[src/rtl/cgp_defines.svh]
`ifndef CGP_DEFINES_SVH
`define CGP_DEFINES_SVH

// Register offsets on the serial port address space.
`define CGP_ADDR_PORTCFG 12'h000
`define CGP_ADDR_VARIANT 12'h003
`define CGP_ADDR_RBSEL 12'h004
`define CGP_ADDR_TAGLO 12'h005
`define CGP_ADDR_TAGHI 12'h006
`define CGP_ADDR_PLL 12'h010

// Field positions.
`define CGP_BIT_LSBFIRST 6
`define CGP_BIT_SDOACT 7
`define CGP_BIT_SOFTRST 5
`define CGP_BIT_RBSEL 0
`define CGP_BIT_PDSENSE 7
`define CGP_CP_MSB 6
`define CGP_CP_LSB 4

// Built-in default values.
`define CGP_RST_PORTCFG 8'h00
`define CGP_RST_RBSEL 8'h00
`define CGP_RST_TAG 8'h00
`define CGP_RST_PLL 8'h7D
`define CGP_RST_CP_UA 13'h12C0

// Charge pump current step in microamps.
`define CGP_CP_STEP_UA 13'h258

`endif

[src/rtl/cgp_pkg.sv]
package cgp_pkg;

    // One register access from the serial port engine.
    typedef struct packed {
        logic wr;
        logic rd;
        logic [11:0] addr;
        logic [7:0] wdata;
    } cgp_req_t;

    // Every writable register, as held in a bank or in the nonvolatile store.
    typedef struct packed {
        logic [7:0] portCfg;
        logic [7:0] rbSel;
        logic [7:0] tagLow;
        logic [7:0] tagHigh;
        logic [7:0] pll;
    } cgp_bank_t;

    // Soft reset sequencing.
    typedef enum logic [1:0] {
        CGP_IDLE,
        CGP_DFLT,
        CGP_NVWAIT
    } cgp_state_t;

endpackage

[src/rtl/cgp_port_config_regs.sv]
`timescale 1ns/1ps
`include "cgp_defines.svh"
module cgp_port_config_regs
    import cgp_pkg::*;
#(
    // Arbitrary value; it only has to differ between family members.
    parameter logic [7:0] VARIANT_CODE = 8'h5A
) (
    // Clock and reset.
    input wire logic core_clk,
    input wire logic arst_n,
    // Register access from the serial port engine.
    input wire cgp_req_t req,
    input wire logic ioUpdate,
    input wire logic i2cMode,
    output logic [7:0] rdata,
    output logic rdValid,
    // Nonvolatile store.
    input wire logic nvSelectPin,
    output logic nvLoadReq,
    input wire logic nvLoadDone,
    input wire cgp_bank_t nvLoadData,
    // Controls to the PLL and serial port.
    output logic lsbFirst,
    output logic sdoActive,
    output logic phaseDetectorSense,
    output logic [2:0] chargePumpCurrentCode,
    output logic [12:0] chargePumpCurrentUa,
    output logic softResetBusy
);

    // Built-in defaults for every writable register.
    function automatic cgp_bank_t defaultsBank();
        cgp_bank_t b;
        b.portCfg = `CGP_RST_PORTCFG;
        b.rbSel = `CGP_RST_RBSEL;
        b.tagLow = `CGP_RST_TAG;
        b.tagHigh = `CGP_RST_TAG;
        b.pll = `CGP_RST_PLL;
        return b;
    endfunction

    // Current in microamps for a charge pump code.
    function automatic logic [12:0] cpUa(input logic [2:0] code);
        return (13'({10'h000, code}) + 13'h001) * `CGP_CP_STEP_UA;
    endfunction

    // Readback mux over the address space.
    function automatic logic [7:0] regRead(input logic [11:0] addr, input cgp_bank_t buf_,
                                           input cgp_bank_t act, input logic busy);
        cgp_bank_t sel;
        logic [7:0] v;
        sel = buf_.rbSel[`CGP_BIT_RBSEL] ? act : buf_;
        v = 8'h00;
        case (addr)
            `CGP_ADDR_PORTCFG: begin
                v = buf_.portCfg;
                v[`CGP_BIT_SOFTRST] = busy;
            end
            `CGP_ADDR_VARIANT: v = VARIANT_CODE;
            `CGP_ADDR_RBSEL: v = {7'h00, buf_.rbSel[`CGP_BIT_RBSEL]};
            `CGP_ADDR_TAGLO: v = sel.tagLow;
            `CGP_ADDR_TAGHI: v = sel.tagHigh;
            `CGP_ADDR_PLL: v = sel.pll;
            default: v = 8'h00;
        endcase
        return v;
    endfunction

    // Strap synchroniser; the pin level changes only when stages two and three agree.
    logic nvSyncA_reg, nvSyncB_reg, nvSyncC_reg, nvSel_reg;
    logic nvSel_next;

    always_comb begin
        nvSel_next = nvSel_reg;
        if (nvSyncB_reg == nvSyncC_reg) begin
            nvSel_next = nvSyncB_reg;
        end
    end

    always_ff @(posedge core_clk or negedge arst_n) begin
        if (!arst_n) begin
            nvSyncA_reg <= 1'b0;
            nvSyncB_reg <= 1'b0;
            nvSyncC_reg <= 1'b0;
            nvSel_reg <= 1'b0;
        end else begin
            nvSyncA_reg <= nvSelectPin;
            nvSyncB_reg <= nvSyncA_reg;
            nvSyncC_reg <= nvSyncB_reg;
            nvSel_reg <= nvSel_next;
        end
    end

    // Register banks, soft reset sequencer and registered outputs.
    cgp_state_t state_reg, state_next;
    cgp_bank_t buf_reg, buf_next, act_reg, act_next;
    logic [7:0] rdata_reg, rdata_next;
    logic rdValid_reg, rdValid_next, nvReq_reg, nvReq_next;
    logic lsb_reg, lsb_next, sdo_reg, sdo_next, pds_reg, pds_next;
    logic [2:0] cp_reg, cp_next;
    logic [12:0] cpUa_reg, cpUa_next;
    logic busy_reg, busy_next;
    logic busy;
    logic softWrite;

    // Busy is registered from the next state, so the port comes straight from a flop.
    assign busy = busy_reg;
    assign softWrite = req.wr && (req.addr == `CGP_ADDR_PORTCFG) && req.wdata[`CGP_BIT_SOFTRST];

    // Writes are dropped while a reload runs, so a reload is never half overwritten.
    always_comb begin
        state_next = state_reg;
        buf_next = buf_reg;
        act_next = act_reg;
        nvReq_next = 1'b0;
        case (state_reg)
            CGP_IDLE: begin
                if (ioUpdate) begin
                    act_next = buf_reg;
                end
                if (req.wr) begin
                    case (req.addr)
                        `CGP_ADDR_PORTCFG: begin
                            buf_next.portCfg = req.wdata;
                            buf_next.portCfg[`CGP_BIT_SOFTRST] = 1'b0;
                            act_next.portCfg = buf_next.portCfg;
                        end
                        `CGP_ADDR_RBSEL: begin
                            buf_next.rbSel = {7'h00, req.wdata[`CGP_BIT_RBSEL]};
                            act_next.rbSel = buf_next.rbSel;
                        end
                        `CGP_ADDR_TAGLO: buf_next.tagLow = req.wdata;
                        `CGP_ADDR_TAGHI: buf_next.tagHigh = req.wdata;
                        `CGP_ADDR_PLL: buf_next.pll = req.wdata;
                        default: buf_next = buf_next;
                    endcase
                end
                if (softWrite) begin
                    if (nvSel_reg) begin
                        state_next = CGP_NVWAIT;
                        nvReq_next = 1'b1;
                    end else begin
                        state_next = CGP_DFLT;
                    end
                end
            end
            CGP_DFLT: begin
                buf_next = defaultsBank();
                act_next = defaultsBank();
                state_next = CGP_IDLE;
            end
            CGP_NVWAIT: begin
                if (nvLoadDone) begin
                    buf_next = nvLoadData;
                    buf_next.portCfg[`CGP_BIT_SOFTRST] = 1'b0;
                    act_next = buf_next;
                    state_next = CGP_IDLE;
                end
            end
            default: state_next = CGP_IDLE;
        endcase
        rdValid_next = req.rd;
        rdata_next = req.rd ? regRead(req.addr, buf_reg, act_reg, busy) : rdata_reg;
        lsb_next = act_next.portCfg[`CGP_BIT_LSBFIRST] && !i2cMode;
        sdo_next = act_next.portCfg[`CGP_BIT_SDOACT] && !i2cMode;
        pds_next = act_next.pll[`CGP_BIT_PDSENSE];
        cp_next = act_next.pll[`CGP_CP_MSB:`CGP_CP_LSB];
        cpUa_next = cpUa(act_next.pll[`CGP_CP_MSB:`CGP_CP_LSB]);
        busy_next = (state_next != CGP_IDLE);
    end

    always_ff @(posedge core_clk or negedge arst_n) begin
        if (!arst_n) begin
            state_reg <= CGP_IDLE;
            buf_reg <= {`CGP_RST_PORTCFG, `CGP_RST_RBSEL, `CGP_RST_TAG, `CGP_RST_TAG,
                        `CGP_RST_PLL};
            act_reg <= {`CGP_RST_PORTCFG, `CGP_RST_RBSEL, `CGP_RST_TAG, `CGP_RST_TAG,
                        `CGP_RST_PLL};
            rdata_reg <= 8'h00;
            rdValid_reg <= 1'b0;
            nvReq_reg <= 1'b0;
            lsb_reg <= 1'b0;
            sdo_reg <= 1'b0;
            pds_reg <= 1'(`CGP_RST_PLL >> `CGP_BIT_PDSENSE);
            cp_reg <= 3'(`CGP_RST_PLL >> `CGP_CP_LSB);
            cpUa_reg <= `CGP_RST_CP_UA;
            busy_reg <= 1'b0;
        end else begin
            state_reg <= state_next;
            buf_reg <= buf_next;
            act_reg <= act_next;
            rdata_reg <= rdata_next;
            rdValid_reg <= rdValid_next;
            nvReq_reg <= nvReq_next;
            lsb_reg <= lsb_next;
            sdo_reg <= sdo_next;
            pds_reg <= pds_next;
            cp_reg <= cp_next;
            cpUa_reg <= cpUa_next;
            busy_reg <= busy_next;
        end
    end

    // Output ports straight from flip-flops.
    assign rdata = rdata_reg;
    assign rdValid = rdValid_reg;
    assign nvLoadReq = nvReq_reg;
    assign lsbFirst = lsb_reg;
    assign sdoActive = sdo_reg;
    assign phaseDetectorSense = pds_reg;
    assign chargePumpCurrentCode = cp_reg;
    assign chargePumpCurrentUa = cpUa_reg;
    assign softResetBusy = busy;

    // Soft reset with the strap low lands on defaults two edges later.
    softDefault_a: assert property (@(posedge core_clk) disable iff (!arst_n)
        (state_reg == CGP_IDLE && softWrite && !nvSel_reg) |=> ##1
        (buf_reg.pll == `CGP_RST_PLL && act_reg.tagLow == `CGP_RST_TAG))
        else $error("soft reset did not restore defaults");

    // Soft reset with the strap high requests a store load.
    nvRequest_a: assert property (@(posedge core_clk) disable iff (!arst_n)
        (state_reg == CGP_IDLE && softWrite && nvSel_reg) |=> (nvLoadReq && state_reg == CGP_NVWAIT))
        else $error("store load not requested");

    // Store data lands in the active bank.
    nvApply_a: assert property (@(posedge core_clk) disable iff (!arst_n)
        (state_reg == CGP_NVWAIT && nvLoadDone) |=> (act_reg.pll == $past(nvLoadData.pll)))
        else $error("store data not applied");

    // Variant code reads back fixed.
    variantRead_a: assert property (@(posedge core_clk) disable iff (!arst_n)
        (req.rd && req.addr == `CGP_ADDR_VARIANT) |=> (rdValid && rdata == VARIANT_CODE))
        else $error("variant code wrong");

    // Readback bank follows the select bit.
    bankSelect_a: assert property (@(posedge core_clk) disable iff (!arst_n)
        (req.rd && req.addr == `CGP_ADDR_PLL) |=>
        (rdata == ($past(buf_reg.rbSel[0]) ? $past(act_reg.pll) : $past(buf_reg.pll))))
        else $error("readback bank wrong");

    // Tag writes are stored and touch no control output.
    tagStore_a: assert property (@(posedge core_clk) disable iff (!arst_n)
        (state_reg == CGP_IDLE && req.wr && req.addr == `CGP_ADDR_TAGHI && !ioUpdate) |=>
        (buf_reg.tagHigh == $past(req.wdata) && $stable(phaseDetectorSense)))
        else $error("tag write wrong");

    // Sense output tracks the active PLL bit.
    senseTrack_a: assert property (@(posedge core_clk) disable iff (!arst_n)
        phaseDetectorSense == act_reg.pll[7])
        else $error("phase detector sense mismatch");

    // Current is code plus one times the step.
    cpCurrent_a: assert property (@(posedge core_clk) disable iff (!arst_n)
        chargePumpCurrentUa == (13'({10'h000, chargePumpCurrentCode}) + 13'h001) * 13'h258)
        else $error("charge pump current wrong");

    // Bit order control forced off in I2C mode.
    lsbIgnore_a: assert property (@(posedge core_clk) disable iff (!arst_n)
        $past(i2cMode) |-> !lsbFirst)
        else $error("bit order not ignored");

    // Default reload ends in one cycle and the bit reads back low.
    selfClear_a: assert property (@(posedge core_clk) disable iff (!arst_n)
        (state_reg == CGP_DFLT) |=> (!softResetBusy && !buf_reg.portCfg[5]))
        else $error("soft reset bit stuck");

    // A store load request is a single-cycle pulse.
    nvPulse_a: assert property (@(posedge core_clk) disable iff (!arst_n)
        nvLoadReq |=> !nvLoadReq)
        else $error("store load request longer than one cycle");

    // Writes that arrive while the store load runs leave both banks alone.
    reloadGuard_a: assert property (@(posedge core_clk) disable iff (!arst_n)
        (state_reg == CGP_NVWAIT && !nvLoadDone && req.wr) |=>
        ($stable(buf_reg) && $stable(act_reg)))
        else $error("write landed during reload");

    // A write to the variant code changes no register.
    variantWrite_a: assert property (@(posedge core_clk) disable iff (!arst_n)
        (state_reg == CGP_IDLE && req.wr && req.addr == `CGP_ADDR_VARIANT && !ioUpdate) |=>
        ($stable(buf_reg) && $stable(act_reg)))
        else $error("variant write changed a register");

    // Read valid follows each read strobe by exactly one cycle.
    readValid_a: assert property (@(posedge core_clk) disable iff (!arst_n)
        rdValid == $past(req.rd))
        else $error("read valid out of step");

    // Store reload ends with the busy flag and the soft reset bit low.
    nvSelfClear_a: assert property (@(posedge core_clk) disable iff (!arst_n)
        (state_reg == CGP_NVWAIT && nvLoadDone) |=> (!softResetBusy && !buf_reg.portCfg[5]))
        else $error("soft reset bit stuck after store load");

endmodule

[config.mk]
export PLATFORM = sky130hd
export DESIGN_NAME = cgp_port_config_regs
export DESIGN_NICKNAME = d
export VERILOG_FILES = /design/src/rtl/cgp_pkg.sv /design/src/rtl/cgp_port_config_regs.sv
export VERILOG_INCLUDE_DIRS = /design/src /design/src/rtl
export SDC_FILE = /design/constraint.sdc
export NUM_CORES = 1
export LEC_CHECK = 0
export BUFFER_PORTS_ARGS = -buffer_cell sky130_fd_sc_hd__buf_4
export CELL_PAD_IN_SITES_DETAIL_PLACEMENT = 0
export CELL_PAD_IN_SITES_GLOBAL_PLACEMENT = 1
export CORE_MARGIN = 2
export CORE_UTILIZATION = 24
export CTS_CLUSTER_DIAMETER = 100
export DETAILED_ROUTE_END_ITERATION = 8
export PLACE_DENSITY = 0.5
export RECOVER_POWER = 100
export SLEW_MARGIN = 20
export SYNTH_ARGS = -nofsm -noshare
export SYNTH_HDL_FRONTEND = slang
export SYNTH_SLANG_ARGS = --single-unit
[constraint.sdc]
create_clock -name core_clk -period 4.33 [get_ports core_clk]
set_input_delay 0.6495 -clock core_clk [delete_from_list [all_inputs] [get_ports core_clk]]
set_output_delay 0.6495 -clock core_clk [all_outputs]
set_load 0.005 [all_outputs]
; Yosys cells after proc, flatten, opt, wreduce, memory -nomap -nowiden
; Cells that the tools add are included.
[op_classes]
n_addsub = 1
multipliers = 1
n_div = 0
magnitude_cmp = 0
eq_ne = 16
n_shift = 0
muxes = 23
bitwise = 0
reduce_logical = 16
[ops]
columns = op, count
row1 = $pmux W40 S3, 2
row2 = $mux W40, 4
row3 = $mux W8, 7
row4 = $pmux W8 S6, 1
row5 = $eq A12 B3 Y1 const B, 3
row6 = $mux W24, 1
row7 = $reduce_and A4 Y1, 5
row8 = $mux W16, 1
row9 = $ne A2 B2 Y1 const B, 8
row10 = $eq A12 B2 Y1 const B, 1
row11 = $eq A12 B5 Y1 const B, 1
row12 = $logic_not A12 Y1, 1
row13 = $mul A4 B7 Y10 const B, 1
row14 = $mux W2, 3
row15 = $add A3 B1 Y4 const B, 1
row16 = $logic_and A1 B1 Y1, 4
row17 = $pmux W2 S2, 1
row18 = $mux W1, 3
row19 = $reduce_and A3 Y1, 1
row20 = $reduce_bool A3 Y1, 1
row21 = $eq A2 B1 Y1 const B, 1
row22 = $eq A2 B2 Y1 const B, 1
row23 = $logic_not A2 Y1, 1
row24 = $reduce_and A2 Y1, 1
row25 = 3 further kinds, 3
[totals]
ff_bits = 113
latchBits = 0
mem_bits_rw = 0
romBits = 0
in_bits = 68
memories = 0

; Longest topological paths before layout
; Gate-level depths: netlist of run 1.
[depth]
ltp_word = 6
mapped_depth = 17
ltp_nobuf = 16

; Worst setup path after synthesis of run 1
; OpenSTA, ideal clock, no wires.
[synth_path]
path_type = register -> register
from = register state_reg[0]
to = register cpUa_reg[12], in the netlist chargePumpCurrentUa[12]
t_arrival_ns = 3.939
t_required_ns = 4.255
setup_slack_ns = 0.316
path_stages_with_launch = 17
n_path_buf = 1
path_cell_list = dfrtp_1 inv_1 ha_1 buf_2 inv_1 o21ai_1 o32ai_2 inv_1 ha_1 xnor2_1 ha_1 fa_1 ha_1 a31o_2 a221o_1 nand2_1 xnor2_1
[synth_lines]
columns = element, line_no
row1 = from (decl), cgp_port_config_regs.sv:96  ; cgp_state_t state_reg, state_next;
row2 = from (signal assigned), cgp_port_config_regs.sv:190  ; state_reg <= state_next;
row3 = to (signal assigned), cgp_port_config_regs.sv:187  ; cpUa_reg <= `CGP_RST_CP_UA;
row4 = to (signal assigned), cgp_port_config_regs.sv:200  ; cpUa_reg <= cpUa_next;
row5 = to (decl), cgp_port_config_regs.sv:102  ; logic [12:0] cpUa_reg, cpUa_next;

; Worst setup path in the final report of run 1
[layout_path]
from = register state_reg[0]
to = register cpUa_reg[12], in the netlist chargePumpCurrentUa[12]
[layout_via]
elab_chain_cells = 4
[layout_lines]
columns = element, line_no
row1 = $eq A2 B2 Y1 (tied with other cells), cgp_port_config_regs.sv:117  ; case (state_reg)
row2 = $pmux W40 S3 (*), cgp_port_config_regs.sv:117
row3 = $add A3 B1 Y4 (*), cgp_port_config_regs.sv:45  ; return (13'({10'h000, code}) + 13'h001) * `CGP_CP_STEP_UA;
row4 = $mul A4 B7 Y10 (no source line) (*), --
row5 = net cpUa_next[12], cgp_port_config_regs.sv:102
; Mark *: on every way through the listed nets, which the timed path passes. The rest lies on a longest branch.
; A chain may end at the register's enable or synchronous reset.

==> results of run 1 <==
[metrics by stage]
step                hold WS, ns  worst slack, ns  cells  total power [mW]  instance area, sq um
floorplan                0.3312           0.3156    487            0.9697                  4815
global placement         0.3321           0.3955    812             1.096                  5692
detailed placement       0.3504           0.3322    812             1.099                  5693
CTS                      0.3636           0.3324    827             1.884                  5973
global route             0.3654          0.07685    827             1.938                  5908
finish                   0.3570           0.3987    827             1.852                  5908
[cells in the final DEF (no fill, tap or decap), drive strengths merged, types with 6 or more instances in the layout]
master,n
nor2,27
dfstp,16
buf,65
mux2i,13
inv,13
mux2,16
clkbuf,42
dfrtp,71
nand2,54
a22oi,21
nand3,10
and2,6
a22o,6
a31oi,7
o31ai,17
ha,16
a21oi,55
o21ai,28
nor2b,14
[how the worst min path moves through the flow]
stage / from / to / depth (start not counted)
6_report: nvSyncA_reg$_DFF_PN0_ / nvSyncB_reg$_DFF_PN0_ / 0
4_1_cts: nvSyncA_reg$_DFF_PN0_ / nvSyncB_reg$_DFF_PN0_ / 0
2_1_floorplan: nvSyncA_reg$_DFF_PN0_ / nvSyncB_reg$_DFF_PN0_ / 0
3_5_place_dp: nvSyncA_reg$_DFF_PN0_ / nvSyncB_reg$_DFF_PN0_ / 0
3_3_place_gp: nvSyncA_reg$_DFF_PN0_ / nvSyncB_reg$_DFF_PN0_ / 0
5_1_grt: nvSyncA_reg$_DFF_PN0_ / nvSyncB_reg$_DFF_PN0_ / 0
[synthesized netlist by cell type, types with 3 or more instances]
library cell / number / area (sq um)
nor2_1: 27 / 101.4
mux2i_1: 13 / 130.1
mux2_2: 16 / 180.2
xor2_1: 4 / 35.03
nor2b_1: 14 / 87.58
a21oi_1: 54 / 270.3
dfrtp_1: 71 / 1777
a22o_1: 6 / 52.55
o21ai_0: 22 / 110.1
a21o_1: 3 / 22.52
o31ai_1: 17 / 127.6
a31oi_1: 7 / 43.79
o21ai_2: 3 / 26.28
and2_1: 6 / 37.54
buf_4: 6 / 45.04
ha_1: 16 / 200.2
dfstp_2: 16 / 420.4
xnor2_1: 4 / 35.03
nand3_1: 10 / 50.05
and3_1: 4 / 25.02
a221o_1: 5 / 50.05
inv_1: 13 / 48.80
o221ai_1: 4 / 35.03
buf_2: 11 / 55.05
o211ai_1: 3 / 22.52
a22oi_1: 20 / 150.1
clkbuf_1: 15 / 56.30
nand2_1: 54 / 202.7
o21ai_1: 3 / 15.01
[cells by family after synthesis]
| family | Yosys count | share of synthesized area [%] |
|---|---|---|
| DFF | 87 | 45.71 |
| other | 1 | 0.07801 |
| AOI/OAI and AO/OA | 163 | 22.59 |
| and+or+nand+nor | 130 | 14.03 |
| xor gates and xnor gates | 8 | 1.457 |
| adders and majority gates | 18 | 4.789 |
| muxes | 29 | 6.455 |
| buffers and inverters | 49 | 4.893 |
[layer usage]
metal  wire length, um  part of all wire, %  up-vias  track usage (%)
met5                 0                    0        -                0
met3               807                  5.1       15            2.947
met1              7623                   48     1955            21.64
met2              7269                   46      116            23.98
li1                  -                    -     1903                -
met4               211                  1.3        0            4.657
[area by class of cell]
cell class	count	area [sq um]	share of cell area [%]
Tap cell	265	331.6	5.612
Clock inverter	4	47.55	0.8047
Inverter	13	48.80	0.8259
Multi-Input combinational cell	351	2359	39.92
Timing Repair Buffer	96	691.9	11.71
Sequential cell	87	2197	37.19
Clock buffer	11	232.7	3.939
[power by group through the flow]
stage | clock, mW | combinational, mW | sequential [mW]
2_1_floorplan | 0 | 0.0891 | 0.881
3_3_place_gp | 0 | 0.208 | 0.888
3_5_place_dp | 0 | 0.211 | 0.888
4_1_cts | 0.799 | 0.211 | 0.874
5_1_grt | 0.834 | 0.226 | 0.878
6_report | 0.777 | 0.203 | 0.873
[worst register-to-register path, stage by stage (launching register included)]
cell      delay, ns
dfrtp_1        0.42
inv_1          0.12
ha_1           0.49
nand2b_1       0.17
o211ai_1       0.18
clkbuf_1       0.21
a22oi_1        0.19
nor3_2         0.27
ha_1           0.30
fa_1           0.39
ha_1           0.32
a31o_2         0.26
a221o_1        0.33
nand2_1        0.09
xnor2_1        0.11
[timing repair]
action,CTS,global route
gates resized for setup,0,1
buffers inserted,0,0
endpoints found under the setup margin,0,1
endpoints found under the hold margin,0,0
==> results.md, run 1 <==
* Status: finished with violations
* Failing checks: capacitance limit, slew limit
* Max Slew Vio Count at ~120
* Post-layout minimum cycle time at a little under 4 ns
* Largest net degree at the start of global routing at 57
* Final wirelength at ~16,000 um
* I/O pin count at between 90 and 100
* Avg Inst Size Synth at 9.912 sq um
* Die height at ~150 um
* Most common cell on crit path: ha_1
* GRT Overall Usage at around 15%
* Leading register cell type out of synthesis: dfrtp_1
* Share of layout cells above drive strength 1 at between 20 and 30%
* Antenna Violating Nets Remaining at 0
* Family with the most delay on the worst path: adder cells
* Via-to-Cell Ratio at roughly 4.8
* Worst slew pin tran at around 3.2 ns
* Max Fclk at 254.4 MHz
* Skew final at roughly 0.0074 ns
* Count of buffer and inverter cells on the critical path at 2
* Worst-skew pair later-pin latency at roughly 0.35 ns
* Detail Placement HPWL at 11,220 um
* Startpoint Class: flop
* Logic pwr share at a little over a tenth
* Die area at between 0.02 and 0.025 sq mm
* Cts bufs inserted at 9
* Cell area after synthesis at ~0.0048 sq mm
* FF-to-FF path depth at 14
* Final core occ at between 30% and 40%
* First-pass GRT wire length at 25,000 um
* Initial drt markers at around 250
* CP Class: flop to flop
* Worst setup EP type: flop
* CP cell instances: inv_1 > ha_1 > nand2b_1 > o211ai_1 > clkbuf_1 > a22oi_1 > nor3_2 > ha_1 > fa_1 > ha_1 > a31o_2 > a221o_1 > nand2_1 > xnor2_1
* Worst-path clk slew at ~0.06 ns
* Post-Synthesis Cells at 485
* Starting Density at between 20% and 30%
* H-Tree Depth at 3
* Ys async rst share at between 90% and 100%
* Internal power at around 1.4 mW
* CTS tree: yes
* Maximum vdd drop at slightly above 0.2 mV
* Final Hold Fails at 0
* Avg WL per Cell at 19.24 um
* CP endpoint: chargePumpCurrentUa[12]$_DFF_PN1_
* Setup TNS at 0 ns
* Slew headroom at -113.6%
* Slowest stage cell, crit path: ha_1
* Reg2Reg Capture Point: chargePumpCurrentUa[12]$_DFF_PN1_
* Final Setup Violations at 0
* Yosys warns at 0
* Clk pwr share at roughly two fifths
* R2r setup slk at ~0.4 ns
* CP max stage delay at slightly below 0.5 ns
* GR Overflow Total at 0
* Instance count on the critical path at 14
* Synthesized flop and latch total at 87
* Max_cap viols at 4
* Row count at roughly 50
* Sequential fraction of the synthesis area at a little under half
* R2R Path Start: state_reg[0]$_DFF_PN0_
* Hold-fix buffers, CTS at 0
* Crit path max fanout at 14
* Post-synth EDFFs at 0
* CP arrival at ~4.2 ns
* Vias in the first global route at about 4,200
* Layout area overhead at 22.90%
* LEAKAGE at 2.654 nW
* Via count at roughly 4,000
* Pwr Density at 313.5 mW/mm^2
* Clock root cell: clkbuf_16
* Remaining DRCs at 0
* Core area at between 0.015 and 0.02 sq mm
* Final GP Congestion at 0.7597
* Initial antenna violation count at 0
* Yosys cell types at 60
* Sw Pwr at about 0.47 mW
* Final antenna diode count at 0
* Switching Share at 25.24%
* RSZ-0062 raised after global routing: false
* CTS Buffer Depth at 2
* CTS Sinks at between 80 and 90
* Final worst path period share at between 90% and 100%
* DR pass1 iterations at 4
* Flop pwr share at 47.1%
* Setup crit start: state_reg[0]$_DFF_PN0_
* Die Wd at about 150 um
* # fillers at 2,087
* Worst hold path type: flop to flop
* Port Buffers at 86
* Max reg flops at 32
* Final net count at ~640
* Critical Path RT at approximately 4.6 ns
(Power assumes the default switching activity.)
==> inputs of run 2 (changes only) <==
- BUFFER_PORTS_ARGS: -buffer_cell sky130_fd_sc_hd__buf_4 -> -buffer_cell sky130_fd_sc_hd__buf_2
==> results.md, run 2 (same netlist as run 1, synthesis figures left out) <==
* Status: finished with violations
* Failing checks: capacitance limit, slew limit
* Worst hold path type: flop to flop
* Inst Count DP at approximately 810
* Crit path max fanout at 8
* H-Tree Depth at 3
* Worst setup EP type: flop
* Slew headroom at -34.80%
* Final antenna diode count at 0
* Max Fclk at 251.8 MHz
* Pwr Total at approximately 2.0 mW
* Antenna Violating Nets Remaining at 0
* Final GP Congestion at ~0.78
* DR pass1 iterations at 5
* I/O pin count at 98
* # fillers at approximately 2,100
* CP arrival at approximately 4.3 ns
* Initial drt markers at about 280
* Most frequent cells in the layout: buf_2, dfrtp_1, a21oi_1
* Max_cap viols at 4
* Startpoint Class: flop
* Via count at about 4,000
* CTS tree: yes
* Largest net degree at the start of global routing at 70
* Worst Hold Depth at 0
* Final std cells w/o fill at 829
* Final net count at roughly 640
* Pwr Density at about 340 mW/mm^2
* Setup crit start: state_reg[0]$_DFF_PN0_
* Core area at between 0.015 and 0.02 sq mm
* Starting Density at 24.54%
* GR Overflow Total at 0
* Via-to-Cell Ratio at a little under 5
* Row count at just over 50
* Die Wd at 145.5 um
* Final core occ at 29.39%
* CTS Sinks at just under 90
* Port Buffers at 86
* First-pass GRT wire length at 24,980 um
* Initial antenna violation count at 0
* FF-to-FF path depth at 15
* Setup TNS at 0 ns
* Post-cts repair resize count at 0
* R2R Path Start: state_reg[0]$_DFF_PN0_
* Worst slew pin tran at between 2 and 2.5 ns
* Final wirelength at 15,980 um
* Post-layout minimum cycle time at slightly below 4 ns
* Final Hold Fails at 0
* Final worst setup slack at between 0.3 and 0.4 ns
* Die area at 0.02118 sq mm
* Clock root cell: clkbuf_16
* Avg WL per Cell at about 19 um
* Share of layout cells above drive strength 1 at between 20% and 30%
* Die height at around 150 um
* Hold-fix buffers, CTS at 0
* Commonest non-fill, non-tap cell in the layout: buf_2
* Min-delay src: nvSyncA_reg$_DFF_PN0_
* GRT Overall Usage at between 10% and 20%
* CP Class: flop to flop
* Detail Placement HPWL at around 11,000 um
* Skew final at around 0.0092 ns
* Maximum vdd drop at 0.1819 mV
* Worst-path clk slew at around 0.07 ns
* Max Slew Vio Count at between 100 and 150
* Max reg flops at 32
* Layout area overhead at 19.78%
* LEAKAGE at 2.606 nW
* RSZ-0062 raised after global routing: false
* Vias in the first global route at a little over 4,000
* Critical Path RT at approximately 4.6 ns
* Final Setup Violations at 0
* Pre-CTS setup slack at about 0.37 ns
* Post-CTS setup buffer count at 0
* Worst-skew pair later-pin latency at ~0.35 ns
* Final worst path period share at just over 90%
* R2r setup slk at about 0.36 ns
* CTS Buffer Depth at 2
* Cts bufs inserted at 9
* Remaining DRCs at 0
## run 2: area by class of cell
class | instances | area, sq um | share of cell area [%]
Clock buffer | 11 | 242.7 | 4.216
Clock inverter | 5 | 105.1 | 1.825
Inverter | 13 | 48.80 | 0.8475
Multi-Input combinational cell | 351 | 2347 | 40.76
Sequential cell | 87 | 2197 | 38.16
Tap cell | 265 | 331.6 | 5.758
Timing Repair Buffer | 97 | 485.5 | 8.431
## run 2: power breakdown
| group | switching (mW) | internal, mW | leakage (nW) |
|---|---|---|---|
| logic | 0.109 | 0.0715 | 1.33 |
| clock network | 0.342 | 0.580 | 0.162 |
| registers | 0.0236 | 0.849 | 1.11 |
## run 2: worst max-delay path: stages (launching register included)
cell	delay, ns
dfrtp_1	0.39
inv_1	0.09
ha_1	0.31
clkbuf_1	0.22
and2_0	0.21
a221o_1	0.30
a22oi_1	0.35
xnor2_1	0.16
buf_4	0.17
ha_1	0.21
fa_1	0.37
ha_1	0.33
a31o_2	0.27
a221o_1	0.33
nand2_1	0.09
xnor2_1	0.11
## run 2: layer usage
metal  up-vias  track usage (%)  wire length, um
met1      1980            21.84             7828
met3        15            2.727              661
met5         -                0                0
met4         0            4.853              223
li1       1916                -                -
met2        97            23.84             7269
## run 2: metrics by stage
step	area, sq um	hold slack [ns]
2_1_floorplan	4815	0.3312
3_3_place_gp	5487	0.3338
3_5_place_dp	5488	0.3389
4_1_cts	5836	0.3526
5_1_grt	5758	0.3684
6_report	5758	0.3498
## run 2: final timing paths
kind	to
worst min register to register	nvSyncB_reg$_DFF_PN0_
max in group asynchronous	rdata[1]$_DFFE_PN0P_
min in group asynchronous	buf_reg[10]$_DFFE_PN0P_
worst min-delay path	nvSyncB_reg$_DFF_PN0_
worst max-delay path	chargePumpCurrentUa[12]$_DFF_PN1_
worst max register to register	chargePumpCurrentUa[12]$_DFF_PN1_
==> inputs of run 3 (changes only) <==
- CTS_BUF_LIST: not set -> sky130_fd_sc_hd__clkbuf_4 sky130_fd_sc_hd__clkbuf_8 sky130_fd_sc_hd__clkbuf_16
- PLACE_DENSITY: 0.5 -> 0.55
==> results.md, run 3 (same netlist as run 1, synthesis figures left out) <==
* Post-CTS setup buffer count at 0
* Core area at 0.01959 sq mm
* Largest net degree at the start of global routing at around 70
* Final Setup Violations at 0
* CP arrival at ~4.3 ns
* Via-to-Cell Ratio at 4.853
* Final wirelength at roughly 15,000 um
* Metal-1 WL at 7224 um
* Die height at ~150 um
* Layout area overhead at 19.47%
* I/O pin count at approximately 100
* CTS tree: yes
* Worst-skew pair later-pin latency at about 0.34 ns
* Share of layout cells above drive strength 1 at about a quarter
* Worst slew pin tran at between 1.5 and 2 ns
* Final net count at roughly 640
* Setup TNS at 0 ns
* Max_cap viols at 3
* Antenna Violating Nets Remaining at 0
* Final Hold Fails at 0
* DR WL met2 at between 7000 and 8000 um
* Port Buffers at 86
* Commonest non-fill, non-tap cell in the layout: dfrtp_1
* First-pass GRT wire length at approximately 24,000 um
* Post-layout minimum cycle time at 4.015 ns
* Met3 wire len at ~790 um
* Vias in the first global route at around 4,100
* CTS Sinks at 87
* Post-cts repair resize count at 0
* Avg WL per Cell at about 18 um
* Failing checks: capacitance limit, slew limit
* Status: finished with violations
* GRT Overall Usage at between 10% and 20%
* Startpoint Class: flop
* Final worst path period share at approximately 93%
* Hold-fix buffers, CTS at 0
* DR pass1 iterations at 5
* Starting Density at 24.54%
* Initial antenna violation count at 1
* Via count at 4,023
* CP Class: flop to flop
* Maximum vdd drop at 0.1664 mV
* Top routing layer in use: met4
* Most frequent cells in the layout: dfrtp_1, buf_2, a21oi_1
* Worst hold slack at roughly 0.35 ns
* Final GP Congestion at between 0.7 and 0.8
* Pwr Density at between 300 and 400 mW/mm^2
* Clock root cell: clkbuf_16
* GR Overflow Total at 0
* Final antenna diode count at 0
* Cts bufs inserted at 9
* Max reg flops at 32
* Max Fclk at between 200 and 250 MHz
* Remaining DRCs at 0
* Skew final at 0.007464 ns
* H-Tree Depth at 3
* Max Slew Vio Count at around 140
* LEAKAGE at 2.587 nW
* Worst hold path type: flop to flop
* Worst-path clk slew at ~0.06 ns
* Die Wd at between 100 and 150 um
* Crit path max fanout at 8
* CTS Buffer Depth at 2
* RSZ-0062 raised after global routing: false
* Worst setup EP type: flop
* Initial drt markers at around 270
* Critical Path RT at around 4.6 ns
* Detail Placement HPWL at between 10,000 and 15,000 um
* Die area at between 0.02 and 0.025 sq mm
* Row count at between 50 and 60
* Slew headroom at -19.42%
-- run 3: cell count changes in the layout (fill, tap and decap cells not counted), moves of 2 or more --
cell and change:
buf_2 -3, buf_4 -2, clkbuf_1 +3, o21ai_0 -2
o21ai_2 +2
-- run 3: worst paths after layout --
kind | from | depth (start not counted) | slack [ns] | end
max | state_reg[0]$_DFF_PN0_ | 15 | 0.32 | chargePumpCurrentUa[12]$_DFF_PN1_
min | nvSyncA_reg$_DFF_PN0_ | 0 | 0.35 | nvSyncB_reg$_DFF_PN0_
max reg2reg | state_reg[0]$_DFF_PN0_ | 15 | 0.32 | chargePumpCurrentUa[12]$_DFF_PN1_
min reg2reg | nvSyncA_reg$_DFF_PN0_ | 0 | 0.35 | nvSyncB_reg$_DFF_PN0_
max in group asynchronous | arst_n | 2 | 1.82 | state_reg[0]$_DFF_PN0_
min in group asynchronous | arst_n | 1 | 0.80 | buf_reg[10]$_DFFE_PN0P_
-- run 3: layer usage --
layer	global-route usage, %	vias to the layer above
met2	22.58	121
li1	-	1911
met4	4.412	0
met3	2.978	13
met1	20.21	1978
met5	0	-
-- run 3: where the power goes --
part           internal, mW  total, mW  switching (mW)  leakage (nW)
sequential            0.849      0.873          0.0236          1.11
clock                 0.546      0.880           0.334         0.163
combinational        0.0701      0.178           0.107          1.31
total                  1.47       1.93           0.465          2.59
-- run 3: final cells by class --
class	count	area [sq um]
fill	2092	13850
multi-input combinational	351	2355
sequential	87	2197
timing repair buffer	97	474.2
tap	265	331.6
clock buffer	12	260.3
clock inverter	4	76.32
inverter	13	48.80
-- run 3: critical path: stages, from the launching register on --
cell	delay, ns
dfrtp_1	0.39
inv_1	0.09
ha_1	0.30
clkbuf_1	0.23
and2_0	0.22
a221o_1	0.29
a22oi_1	0.37
xnor2_1	0.16
buf_4	0.17
ha_1	0.20
fa_1	0.37
ha_1	0.33
a31o_2	0.27
a221o_1	0.32
nand2_1	0.09
xnor2_1	0.12
-- run 3: through the flow --
stage / power, mW / setup slack, ns / util [%] / instance area [sq um] / cells
after global placement: 1.070 / 0.4223 / 28.01 / 5487 / 813
after floorplan: 0.9697 / 0.3156 / - / 4815 / 487
final: 1.930 / 0.3150 / 29.32 / 5743 / 829
after global routing: 2.017 / 0.05640 / 29.32 / 5743 / 829
after CTS: 1.959 / 0.3090 / 29.72 / 5823 / 829
after detailed placement: 1.073 / 0.3318 / 28.01 / 5487 / 813
